### config.mk
export PLATFORM = sky130hd
export DESIGN_NAME = ftpg_top
export DESIGN_NICKNAME = d
export VERILOG_FILES = /design/src/ftpg_pkg.sv /design/src/ftpg_lfsr.sv /design/src/ftpg_top.sv
export VERILOG_INCLUDE_DIRS = /design/src /design/src/src
export SDC_FILE = /design/constraint.sdc
export NUM_CORES = 2
export LEC_CHECK = 0
export BUFFER_PORTS_ARGS = -buffer_cell sky130_fd_sc_hd__buf_2
export CAP_MARGIN = 0
export CELL_PAD_IN_SITES_DETAIL_PLACEMENT = 1
export CELL_PAD_IN_SITES_GLOBAL_PLACEMENT = 2
export CORE_MARGIN = 2
export CORE_UTILIZATION = 40
export CTS_CLUSTER_SIZE = 16
export DETAILED_ROUTE_END_ITERATION = 6
export PLACE_DENSITY_LB_ADDON = 0.1
export SETUP_SLACK_MARGIN = 0.5
export SKIP_LAST_GASP = 1
export SYNTH_ARGS = -nofsm -noshare
export SYNTH_HDL_FRONTEND = slang
export SYNTH_SLANG_ARGS = --single-unit
### constraint.sdc
create_clock -name CLOCK_IN -period 10.6 [get_ports CLOCK_IN]
set_input_delay 2.65 -clock CLOCK_IN [delete_from_list [all_inputs] [get_ports CLOCK_IN]]
set_output_delay 2.65 -clock CLOCK_IN [all_outputs]
set_load 0.01 [all_outputs]
### src/ftpg_defs.svh
// Register map, field positions, reset values and constants of the pattern block
`ifndef FTPG_DEFS_SVH
`define FTPG_DEFS_SVH

// Register byte offsets
`define FTPG_REG_CMD          8'h00
`define FTPG_REG_FILE_SIZE    8'h04
`define FTPG_REG_FIRST_FILE   8'h08
`define FTPG_REG_FILE_COUNT   8'h0c
`define FTPG_REG_CTRL         8'h10
`define FTPG_REG_STATUS       8'h14
`define FTPG_REG_INT_STATUS   8'h18
`define FTPG_REG_INT_MASK     8'h1c
`define FTPG_REG_XFER_LO      8'h20
`define FTPG_REG_XFER_HI      8'h24

// Field positions
`define FTPG_CMD_LSB          0
`define FTPG_CMD_MSB          1
`define FTPG_FILE_SIZE_CODE_MSB        3
`define FTPG_CTRL_PATT_LSB    0
`define FTPG_CTRL_PATT_MSB    2
`define FTPG_CTRL_VERIFY_BIT  3
`define FTPG_STAT_BUSY_BIT    0
`define FTPG_STAT_FAIL_BIT    1
`define FTPG_INT_DONE_BIT     0
`define FTPG_INT_FAIL_BIT     1
`define FTPG_INT_W            2

// Reset values
`define FTPG_RST_FILE_SIZE_CODE        4'h0
`define FTPG_RST_FIRST_FILE   32'h0000_0000
`define FTPG_RST_FILE_COUNT   32'h0000_0001
`define FTPG_RST_CTRL         4'h0
`define FTPG_RST_INT_MASK     2'h0

// Decoded file size in 512-byte units is 2^(code + this shift)
`define FTPG_FILE_SIZE_CODE_BASE_SHIFT 3
// Words of 256 bits in one 512-byte unit, as a shift
`define FTPG_UNIT_WORD_SHIFT  4
// Dwords in one data word
`define FTPG_DW_PER_WORD      8
// Nominal user clock of the block and its FIFOs, in MHz
`define FTPG_USER_CLK_MHZ     275

`endif

### src/ftpg_pkg.sv
// Types shared by the pattern generator and checker
package ftpg_pkg;

   typedef enum logic [1:0] {
      FTPG_CMD_FORMAT   = 2'b00,
      FTPG_CMD_WRITE    = 2'b01,
      FTPG_CMD_READ     = 2'b10,
      FTPG_CMD_SHUTDOWN = 2'b11
   } ftpg_cmd_e;

   typedef enum logic [2:0] {
      FTPG_PATT_ZERO = 3'b000,
      FTPG_PATT_ONE  = 3'b001,
      FTPG_PATT_INC  = 3'b010,
      FTPG_PATT_DEC  = 3'b011,
      FTPG_PATT_LFSR = 3'b100
   } ftpg_patt_e;

   typedef enum logic [1:0] {
      FTPG_ST_IDLE  = 2'b00,
      FTPG_ST_WRITE = 2'b01,
      FTPG_ST_READ  = 2'b10
   } ftpg_state_e;

   typedef logic [31:0] ftpg_dword_t;

endpackage : ftpg_pkg

### src/ftpg_lfsr.sv
// Look-ahead LFSR giving several consecutive 32-bit states per clock
`timescale 1ns/10ps
module ftpg_lfsr #(
   parameter int NWORD = 4
) (
   input  wire logic               clk_in,
   input  wire logic               rst_n_in,
   input  wire logic               ce_in,
   input  wire logic               load_in,
   input  wire logic [31:0]        seed_in,
   input  wire logic               adv_in,
   output logic      [NWORD*32-1:0] words_out
);
   import ftpg_pkg::*;

   logic [31:0] state_r;
   logic [31:0] chain [NWORD+1];

   if (NWORD < 1) $error("ftpg_lfsr: NWORD must be at least 1");

   // One step of x^31 + x^21 + x + 1
   function automatic logic [31:0] step(input logic [31:0] s);
      return {s[30:0], s[31] ^ s[21] ^ s[1] ^ s[0]};
   endfunction

   always_comb begin
      chain[0] = state_r;
      for (int i = 0; i < NWORD; i++) begin
         chain[i+1] = step(chain[i]);
      end
   end

   for (genvar g = 0; g < NWORD; g++) begin : g_word
      assign words_out[g*32 +: 32] = chain[g];
   end

   always_ff @(posedge clk_in) begin
      if (!rst_n_in) begin
         state_r <= 32'h0000_0001;
      end else if (ce_in) begin
         if (load_in) begin
            state_r <= seed_in;
         end else if (adv_in) begin
            state_r <= chain[NWORD];
         end
      end
   end
endmodule // ftpg_lfsr

### src/ftpg_top.sv
// Test pattern generator and checker on the file core data FIFOs
// Operation
// - Write command pushes 256-bit pattern words
// - Read command pops and compares each word
// - Same clock and bus width as core
// - Enable stays high whenever FIFO ready
// - Almost-full drops write enable, pauses output
// - Not-empty raises read enable, consumes word
// - Stop at file count times file size
// - Registers hold all test parameters
// - Selector picks one of five patterns
// - Zero and one patterns are constant
// - Counting patterns: header plus data per unit
// - Four commands; only write/read move data
// - Block runs on the user clock
// - Header from unit address counter, incremented
// - Address starts at first index times size
// - LFSR uses x^31 + x^21 + x + 1
// - Mismatch flag set on compare failure
`timescale 1ns/10ps
`include "ftpg_defs.svh"
module ftpg_top #(
   parameter int DATA_W = 256,
   parameter int CNT_W  = 48
) (
   input  wire logic              CLOCK_IN,
   input  wire logic              RESET_N_IN,
   input  wire logic              CE_IN,
   input  wire logic [7:0]        REG_ADDR_IN,
   input  wire logic [31:0]       REG_WDATA_IN,
   input  wire logic              REG_WR_IN,
   input  wire logic              REG_RD_IN,
   output logic      [31:0]       REG_RDATA_OUT,
   output logic                   IRQ_OUT,
   output logic                   CMD_START_OUT,
   output ftpg_pkg::ftpg_cmd_e    CMD_CODE_OUT,
   input  wire logic              TX_FIFO_ALMOST_FULL_IN,
   output logic                   TX_FIFO_WRITE_EN_OUT,
   output logic      [DATA_W-1:0] TX_FIFO_DATA_OUT,
   input  wire logic              RX_FIFO_EMPTY_IN,
   output logic                   RX_FIFO_READ_EN_OUT,
   input  wire logic [DATA_W-1:0] RX_FIFO_DATA_IN,
   output logic                   PATTERN_MISMATCH_OUT
);
   import ftpg_pkg::*;

   localparam int NDW = `FTPG_DW_PER_WORD;

   // bus width must equal the core's 256-bit data path
   if (DATA_W != NDW * 32) $error("ftpg_top: DATA_W must be 256");
   if (CNT_W < 20 || CNT_W > 64) $error("ftpg_top: CNT_W out of 20..64");

   // Parameter registers
   logic [`FTPG_FILE_SIZE_CODE_MSB:0]    file_size_code_r;
   logic [31:0]                 first_file_r;
   logic [31:0]                 file_count_r;
   logic [3:0]                  ctrl_r;
   logic [`FTPG_INT_W-1:0]      int_stat_r;
   logic [`FTPG_INT_W-1:0]      int_mask_r;
   logic [31:0]                 rdata_r;

   // Transfer state
   ftpg_state_e                 state_r;
   ftpg_cmd_e                   cmd_r;
   logic                        start_r;
   logic [CNT_W-1:0]            cnt_r;
   logic [CNT_W-1:0]            end_r;
   logic [CNT_W-1:0]            addr_r;
   logic [3:0]                  word_idx_r;
   logic [31:0]                 data_cnt_r;
   ftpg_patt_e                  patt_r;
   logic                        verify_r;
   logic                        tx_en_r;
   logic                        rx_en_r;
   logic                        rx_valid_r;
   logic [DATA_W-1:0]           pat_r;
   logic [DATA_W-1:0]           exp_d_r;
   logic                        fail_r;
   logic                        irq_r;

   // Combinational terms
   logic                        cmd_wr;
   logic                        busy;
   logic [63:0]                 sectors;
   logic [63:0]                 end_calc;
   logic [63:0]                 addr_calc;
   logic                        tx_en_nxt;
   logic                        rx_en_nxt;
   logic                        adv;
   logic                        done_evt;
   logic                        fail_evt;
   logic [DATA_W-1:0]           pat_nxt;
   logic [63:0]                 addr_ext;
   logic [4*32-1:0]             lfsr_a;
   logic [4*32-1:0]             lfsr_b;
   logic [31:0]                 inc_dw;

   assign busy   = (state_r != FTPG_ST_IDLE) || start_r;
   assign cmd_wr = REG_WR_IN && (REG_ADDR_IN == `FTPG_REG_CMD) && !busy;

   // end size in words = count x decoded size x words per unit
   // start address = first index x decoded size
   assign sectors   = 64'h1 << (7'(file_size_code_r) + 7'(`FTPG_FILE_SIZE_CODE_BASE_SHIFT));
   assign end_calc  = (64'(file_count_r) * sectors)
                      << `FTPG_UNIT_WORD_SHIFT;
   assign addr_calc = 64'(first_file_r) * sectors;
   assign addr_ext  = 64'(addr_r);

   // write enable every cycle the FIFO has room until end
   assign tx_en_nxt = (state_r == FTPG_ST_WRITE) && !TX_FIFO_ALMOST_FULL_IN
                      && (cnt_r != end_r);
   // read enable every cycle the FIFO has data until end
   assign rx_en_nxt = (state_r == FTPG_ST_READ) && !RX_FIFO_EMPTY_IN
                      && (cnt_r != end_r);
   assign adv       = tx_en_nxt || rx_en_nxt;

   assign done_evt  = ((state_r == FTPG_ST_WRITE) && (cnt_r == end_r))
                      || ((state_r == FTPG_ST_READ) && (cnt_r == end_r)
                          && !rx_en_r && !rx_valid_r);
   // returned word checked against the expected value
   assign fail_evt  = rx_valid_r && verify_r
                      && (RX_FIFO_DATA_IN != exp_d_r);

   // two 128-bit halves with different seeds
   ftpg_lfsr #(
      .NWORD (4)
   ) u_lfsr_a (
      .clk_in    (CLOCK_IN),
      .rst_n_in  (RESET_N_IN),
      .ce_in     (CE_IN),
      .load_in   (start_r),
      .seed_in   ({addr_calc[15:0], ~addr_calc[15:0]}),
      .adv_in    (adv),
      .words_out (lfsr_a)
   );

   ftpg_lfsr #(
      .NWORD (4)
   ) u_lfsr_b (
      .clk_in    (CLOCK_IN),
      .rst_n_in  (RESET_N_IN),
      .ce_in     (CE_IN),
      .load_in   (start_r),
      .seed_in   ({~addr_calc[15:0], addr_calc[15:0]}),
      .adv_in    (adv),
      .words_out (lfsr_b)
   );

   // pattern word for the current position
   always_comb begin
      pat_nxt = '0;
      inc_dw  = 32'h0000_0000;
      for (int k = 0; k < NDW; k++) begin
         inc_dw = data_cnt_r + 32'(k);
         case (patt_r)
            FTPG_PATT_ZERO: pat_nxt[k*32 +: 32] = 32'h0000_0000;
            FTPG_PATT_ONE:  pat_nxt[k*32 +: 32] = 32'hffff_ffff;
            FTPG_PATT_INC:  pat_nxt[k*32 +: 32] = inc_dw;
            FTPG_PATT_DEC:  pat_nxt[k*32 +: 32] = ~inc_dw;
            FTPG_PATT_LFSR: begin
               if (k < 4) begin
                  pat_nxt[k*32 +: 32] = lfsr_a[k*32 +: 32];
               end else begin
                  pat_nxt[k*32 +: 32] = lfsr_b[(k-4)*32 +: 32];
               end
            end
            default:        pat_nxt[k*32 +: 32] = 32'h0000_0000;
         endcase
      end
      // first word of each unit carries the 64-bit header in the INC, DEC and LFSR patterns
      if ((word_idx_r == 4'h0) && (patt_r == FTPG_PATT_INC
          || patt_r == FTPG_PATT_DEC || patt_r == FTPG_PATT_LFSR)) begin
         pat_nxt[63:0] = addr_ext;
      end
   end

   // Parameter registers
   // test parameters held for the block
   always_ff @(posedge CLOCK_IN) begin
      if (!RESET_N_IN) begin
         file_size_code_r      <= `FTPG_RST_FILE_SIZE_CODE;
         first_file_r <= `FTPG_RST_FIRST_FILE;
         file_count_r <= `FTPG_RST_FILE_COUNT;
         ctrl_r       <= `FTPG_RST_CTRL;
         int_mask_r   <= `FTPG_RST_INT_MASK;
      end else if (CE_IN && REG_WR_IN) begin
         case (REG_ADDR_IN)
            `FTPG_REG_FILE_SIZE:  file_size_code_r <= REG_WDATA_IN[`FTPG_FILE_SIZE_CODE_MSB:0];
            `FTPG_REG_FIRST_FILE: first_file_r <= REG_WDATA_IN;
            `FTPG_REG_FILE_COUNT: file_count_r <= REG_WDATA_IN;
            `FTPG_REG_CTRL:       ctrl_r <= REG_WDATA_IN[3:0];
            `FTPG_REG_INT_MASK:   int_mask_r <= REG_WDATA_IN[1:0];
            default: begin
            end
         endcase
      end
   end

   // Command register and start pulse towards the core
   // all four commands start the core
   always_ff @(posedge CLOCK_IN) begin
      if (!RESET_N_IN) begin
         cmd_r   <= FTPG_CMD_FORMAT;
         start_r <= 1'b0;
      end else if (CE_IN) begin
         start_r <= cmd_wr;
         if (cmd_wr) begin
            cmd_r <= ftpg_cmd_e'(REG_WDATA_IN[`FTPG_CMD_MSB:`FTPG_CMD_LSB]);
         end
      end
   end

   // Transfer state machine
   // only write and read commands move FIFO data
   always_ff @(posedge CLOCK_IN) begin
      if (!RESET_N_IN) begin
         state_r  <= FTPG_ST_IDLE;
         end_r    <= '0;
         patt_r   <= FTPG_PATT_ZERO;
         verify_r <= 1'b0;
      end else if (CE_IN) begin
         case (state_r)
            FTPG_ST_IDLE: begin
               if (start_r) begin
                  end_r    <= CNT_W'(end_calc);
                  patt_r   <= ftpg_patt_e'(ctrl_r[2:0]);
                  verify_r <= ctrl_r[`FTPG_CTRL_VERIFY_BIT];
                  if (cmd_r == FTPG_CMD_WRITE) begin
                     state_r <= FTPG_ST_WRITE;
                  end else if (cmd_r == FTPG_CMD_READ) begin
                     state_r <= FTPG_ST_READ;
                  end
               end
            end
            FTPG_ST_WRITE,
            FTPG_ST_READ: begin
               if (done_evt) begin
                  state_r <= FTPG_ST_IDLE;
               end
            end
            default: state_r <= FTPG_ST_IDLE;
         endcase
      end
   end

   // Transfer, unit address and data counters
   // counters cleared at reset
   always_ff @(posedge CLOCK_IN) begin
      if (!RESET_N_IN) begin
         cnt_r      <= '0;
         addr_r     <= '0;
         word_idx_r <= 4'h0;
         data_cnt_r <= 32'h0000_0000;
      end else if (CE_IN) begin
         if (start_r) begin
            cnt_r      <= '0;
            // address counter seeded from first file index
            addr_r     <= CNT_W'(addr_calc);
            word_idx_r <= 4'h0;
            data_cnt_r <= 32'h0000_0000;
         end else if (adv) begin
            cnt_r      <= cnt_r + CNT_W'(1);
            word_idx_r <= word_idx_r + 4'h1;
            data_cnt_r <= data_cnt_r + 32'(NDW);
            // next unit address after the last word of a unit
            if (word_idx_r == 4'hf) begin
               addr_r <= addr_r + CNT_W'(1);
            end
         end
      end
   end

   // FIFO enables and data word
   always_ff @(posedge CLOCK_IN) begin
      if (!RESET_N_IN) begin
         tx_en_r    <= 1'b0;
         rx_en_r    <= 1'b0;
         rx_valid_r <= 1'b0;
         pat_r      <= '0;
         exp_d_r    <= '0;
      end else if (CE_IN) begin
         // registered write enable with its word
         tx_en_r    <= tx_en_nxt;
         rx_en_r    <= rx_en_nxt;
         rx_valid_r <= rx_en_r;
         exp_d_r    <= pat_r;
         if (adv) begin
            pat_r <= pat_nxt;
         end
      end
   end

   // Mismatch flag, held until the next command start
   always_ff @(posedge CLOCK_IN) begin
      if (!RESET_N_IN) begin
         fail_r <= 1'b0;
      end else if (CE_IN) begin
         if (fail_evt) begin
            fail_r <= 1'b1;
         end else if (start_r) begin
            fail_r <= 1'b0;
         end
      end
   end

   // Interrupt status, write one to clear, set wins
   always_ff @(posedge CLOCK_IN) begin
      if (!RESET_N_IN) begin
         int_stat_r <= '0;
         irq_r      <= 1'b0;
      end else if (CE_IN) begin
         for (int i = 0; i < `FTPG_INT_W; i++) begin
            if ((i == `FTPG_INT_DONE_BIT && done_evt)
                || (i == `FTPG_INT_FAIL_BIT && fail_evt)) begin
               int_stat_r[i] <= 1'b1;
            end else if (REG_WR_IN && REG_WDATA_IN[i]
                         && REG_ADDR_IN == `FTPG_REG_INT_STATUS) begin
               int_stat_r[i] <= 1'b0;
            end
         end
         irq_r <= |(int_stat_r & int_mask_r);
      end
   end

   // Read data, one cycle after the strobe; unmapped reads zero
   always_ff @(posedge CLOCK_IN) begin
      if (!RESET_N_IN) begin
         rdata_r <= 32'h0000_0000;
      end else if (CE_IN) begin
         rdata_r <= 32'h0000_0000;
         if (REG_RD_IN) begin
            case (REG_ADDR_IN)
               `FTPG_REG_CMD:        rdata_r <= {30'h0, cmd_r};
               `FTPG_REG_FILE_SIZE:  rdata_r <= {28'h0, file_size_code_r};
               `FTPG_REG_FIRST_FILE: rdata_r <= first_file_r;
               `FTPG_REG_FILE_COUNT: rdata_r <= file_count_r;
               `FTPG_REG_CTRL:       rdata_r <= {28'h0, ctrl_r};
               `FTPG_REG_STATUS:     rdata_r <= {30'h0, fail_r, busy};
               `FTPG_REG_INT_STATUS: rdata_r <= {30'h0, int_stat_r};
               `FTPG_REG_INT_MASK:   rdata_r <= {30'h0, int_mask_r};
               `FTPG_REG_XFER_LO:    rdata_r <= cnt_r[31:0];
               `FTPG_REG_XFER_HI:    rdata_r <= 32'(64'(cnt_r) >> 32);
               default:              rdata_r <= 32'h0000_0000;
            endcase
         end
      end
   end

   assign REG_RDATA_OUT        = rdata_r;
   assign IRQ_OUT              = irq_r;
   assign CMD_START_OUT        = start_r;
   assign CMD_CODE_OUT         = cmd_r;
   assign TX_FIFO_WRITE_EN_OUT = tx_en_r;
   assign TX_FIFO_DATA_OUT     = pat_r;
   assign RX_FIFO_READ_EN_OUT  = rx_en_r;
   assign PATTERN_MISMATCH_OUT = fail_r;

endmodule // ftpg_top

==> metrics.md <==
| Metric | Value |
|---|---|
| Finished Core Util | 0.455 |
| Final Non-Filler Cells | around 14000 |
| Initial antenna violation count | 40 |
| Post-Place Worst Slack | about 1.2 ns |
| I/O pins | between 500 and 600 |
| CP required | ~11 ns |
| Nets@finish | roughly 13000 |
| Setup Crit Path Kind | reg2reg |
| Pwr per Cell Area | roughly 300 nW/um^2 |
| Hpwl dp | around 300 mm |
| Skew-Pair Late Insertion Delay | roughly 0.74 ns |
| Worst setup SP type | register |
| # DRC | 6 |
| Critical Path Sink Type | register |
| Crit share post-route | 0.893 |
| F_max | ~0.11 GHz |
| First-pass GRT wire length | about 540 mm |
| Crit path max-delay family | adder cells |
| Core Area | around 220000 um^2 |
| FP Rows | roughly 170 |
| Fin crit period | about 9.5 ns |
| Ys Warns | 0 |
| Final setup violation count | 0 |
| Avg Cell Area, Syn | 9.06 um^2 |
| Most used DFF post-synth | dfxtp_1 |
| RSZ-0062 raised after global routing | false |
| Fin area | between 90000 and 100000 um^2 |
| Die H | 473 um |
| Sequential area share after synthesis | 0.197 |
| Failing checks | design-rule violations |
| Post-synth ARST share | 0 |
| Setup tns final | 0 ns |
| Critical Path Max Stage Delay | 0.78 ns |
| Hold buffer count at CTS | 0 |
| Maxcap violations | 0 |
| Layout cell share with drive strength beyond 1 | 0.0924 |
| CP most frequent cell | fa_1 |
| Commonest non-fill, non-tap cell in the layout | inv_1 |
| Crit path max-delay cell type | nor2_4 |
| Clock slew at reported path FFs | ~0.07 ns |
| Total track usage | 0.334 |
| Post-Syn Area | about 90000 um^2 |
| VDD IR max | roughly 0.00063 V |
| EDFF count, synth | 0 |
| I/O Buffers | 597 |
| Die footprint | ~220000 um^2 |
| Via density | roughly 5.3 |
| Grt ovf | 0 |
| Gpl congestion | approximately 0.96 |
| Most frequent cells in the layout | inv_1 (1523), fa_1 (1488), nand2_1 (941) |
| Initial DRC count | ~5400 |
| CP max FO | 26 |
| Clk sink count | between 800 and 900 |
| Status | finished with violations |
| Placed cell areas | 96800 um^2 |
| Synth cell types | between 80 and 90 |
| Top cell type's share of synthesized area | 0.338 |
| H-tree Lvls | 3 |
| Syn Inst Count | between 9000 and 10000 |
| Avg WL per Cell | about 27 um |
| Initial Util | 0.402 |
| Crit-path cells | nand2_1 > nor2_4 > buf_4 > nand2_1 > fa_1 > fa_1 > fa_1 > fa_1 > inv_1 > fa_1 > fa_1 > fa_1 > fa_1 > ha_1 > and3_1 > nand3_1 > or4_1 > o211ai_1 > nand3_1 > o21ai_0 > a311o_1 > o211ai_1 |
| Bufs and invs on worst path | 2 |
| CTS Buf Count | 90 |
| Setup Skew | roughly 0.06 ns |
| Setup bufs post-CTS | 0 |
| PnR worst setup slack | ~1.1 ns |
| Hold Crit Class | reg2reg |
| Post-DRT Antenna Nets | 0 |
| Max clock buf depth | 3 |
| Final-report hold violation count | 0 |
| Cell taking the most area after synthesis | fa_1 |
| Slew Viols, Final | 0 |
| Vias in the first global route | just under 80000 |
| Synth area leaders | fa_1 (34%), dfxtp_1 (20%), inv_1 (6.5%) |
| Crit path DAT | around 10 ns |
| Largest net degree at the start of global routing | between 150 and 200 |
| Routed WL | between 300 and 400 mm |
| Leakage dissipation | around 46 nW |
| CTS tree | built |
| Resize count post-CTS | 0 |
| Placed cells | about 14000 |
| First-pass iteration count of the detailed router | 7 |
| Layout area overhead | 13.3% |
| Root buffer cell | clkbuf_16 |
| Die width | between 400 and 500 um |
| Worst slew pin tran | around 1.4 ns |
| Via count | 73100 |
| Relative slew slack | 0.0610 |
| Seq cells post-synth | about 870 |
metal layers:
| metal | wire, um | global-route usage | up-vias |
|---|---|---|---|
| li1 | - | - | 31900 |
| met1 | 158000 | 0.441 | 38300 |
| met2 | 176000 | 0.547 | 2244 |
| met3 | 21300 | 0.0481 | 603 |
| met4 | 18700 | 0.140 | 20 |
| met5 | 126 | 0 | - |
cell usage after synthesis (all sizes together) (161+ instances only):
cell type and count:
inv 1526, fa 1488, nand2 945, dfxtp 869, nor2 756, and2 599
clkbuf 481, a21oi 475, ha 347, xor2 296, mux2i 272, nor3 245
xnor2 195, a211oi 178, o21ai 161
cells by family (layout without fill, tap and decap cells):
| family | count (synthesis) | in the layout | share of synthesized area |
|---|---|---|---|
| flops | 869 | 869 | 0.197 |
| fa+ha+maj | 1835 | 1835 | 0.387 |
| buf+inv | 2081 | 2447 | 0.0891 |
| other cells | 2 | 723 | 0.0000853 |
| simple gates | 2978 | 2978 | 0.160 |
| xor+xnor | 491 | 491 | 0.0488 |
| mux | 274 | 274 | 0.0312 |
| compound gates | 1194 | 1194 | 0.0860 |
sequential cells by signal (all words and copies together), names as in the netlist, 3 cells and up:
register          count
addr_r               48
file_size_code_r      4
u_lfsr_b.state_r     32
ctrl_r                4
file_count_r         32
data_cnt_r           29
TX_FIFO_DATA_OUT    255
cnt_r                48
exp_d_r             255
first_file_r         32
word_idx_r            4
REG_RDATA_OUT        32
patt_r                3
u_lfsr_a.state_r     32
end_r                44
tightest hold or removal path: stages, from the launching register on:
cell and delay, ns:
dfxtp_1 0.31, nand2_1 0.05, a21oi_1 0.05
report_power, final:
group          internal (mW)  leakage, nW  total (mW)  switching, mW
registers               3.27         7.00        3.30         0.0289
logic                   8.47         37.9        23.3           14.8
clock network           1.83         1.47        3.34           1.52
final timing paths:
path | start | endpoint | slack, ns | depth (start not counted)
setup / recovery | file_size_code_r[2]$_SDFFE_PN0P_ | end_r[46]$_SDFFE_PN0P_ | 1.13 | 22
hold / removal | first_file_r[26]$_SDFFE_PN0P_ | first_file_r[26]$_SDFFE_PN0P_ | 0.46 | 2
setup reg to reg | file_size_code_r[2]$_SDFFE_PN0P_ | end_r[46]$_SDFFE_PN0P_ | 1.13 | 22
hold reg to reg | first_file_r[26]$_SDFFE_PN0P_ | first_file_r[26]$_SDFFE_PN0P_ | 0.46 | 2
through the flow:
step	hold slack, ns	total power [mW]
2_1_floorplan	0.437	17.9
3_3_place_gp	0.442	26.2
3_5_place_dp	0.448	26.4
4_1_cts	0.457	29.9
5_1_grt	0.485	32.4
6_report	0.459	29.9
area by class of cell:
type | instances | area (um^2)
well taps | 2871 | 3590
flip-flops and latches | 869 | 17400
inverters | 1526 | 5740
repair buffers | 758 | 4320
fillers | 25800 | 119000
clock inverters | 31 | 320
clock buffers | 132 | 2670
multi-input cells | 7482 | 65700
diodes | 13 | 32.5
No activity file was read; power rests on OpenSTA's default activity.
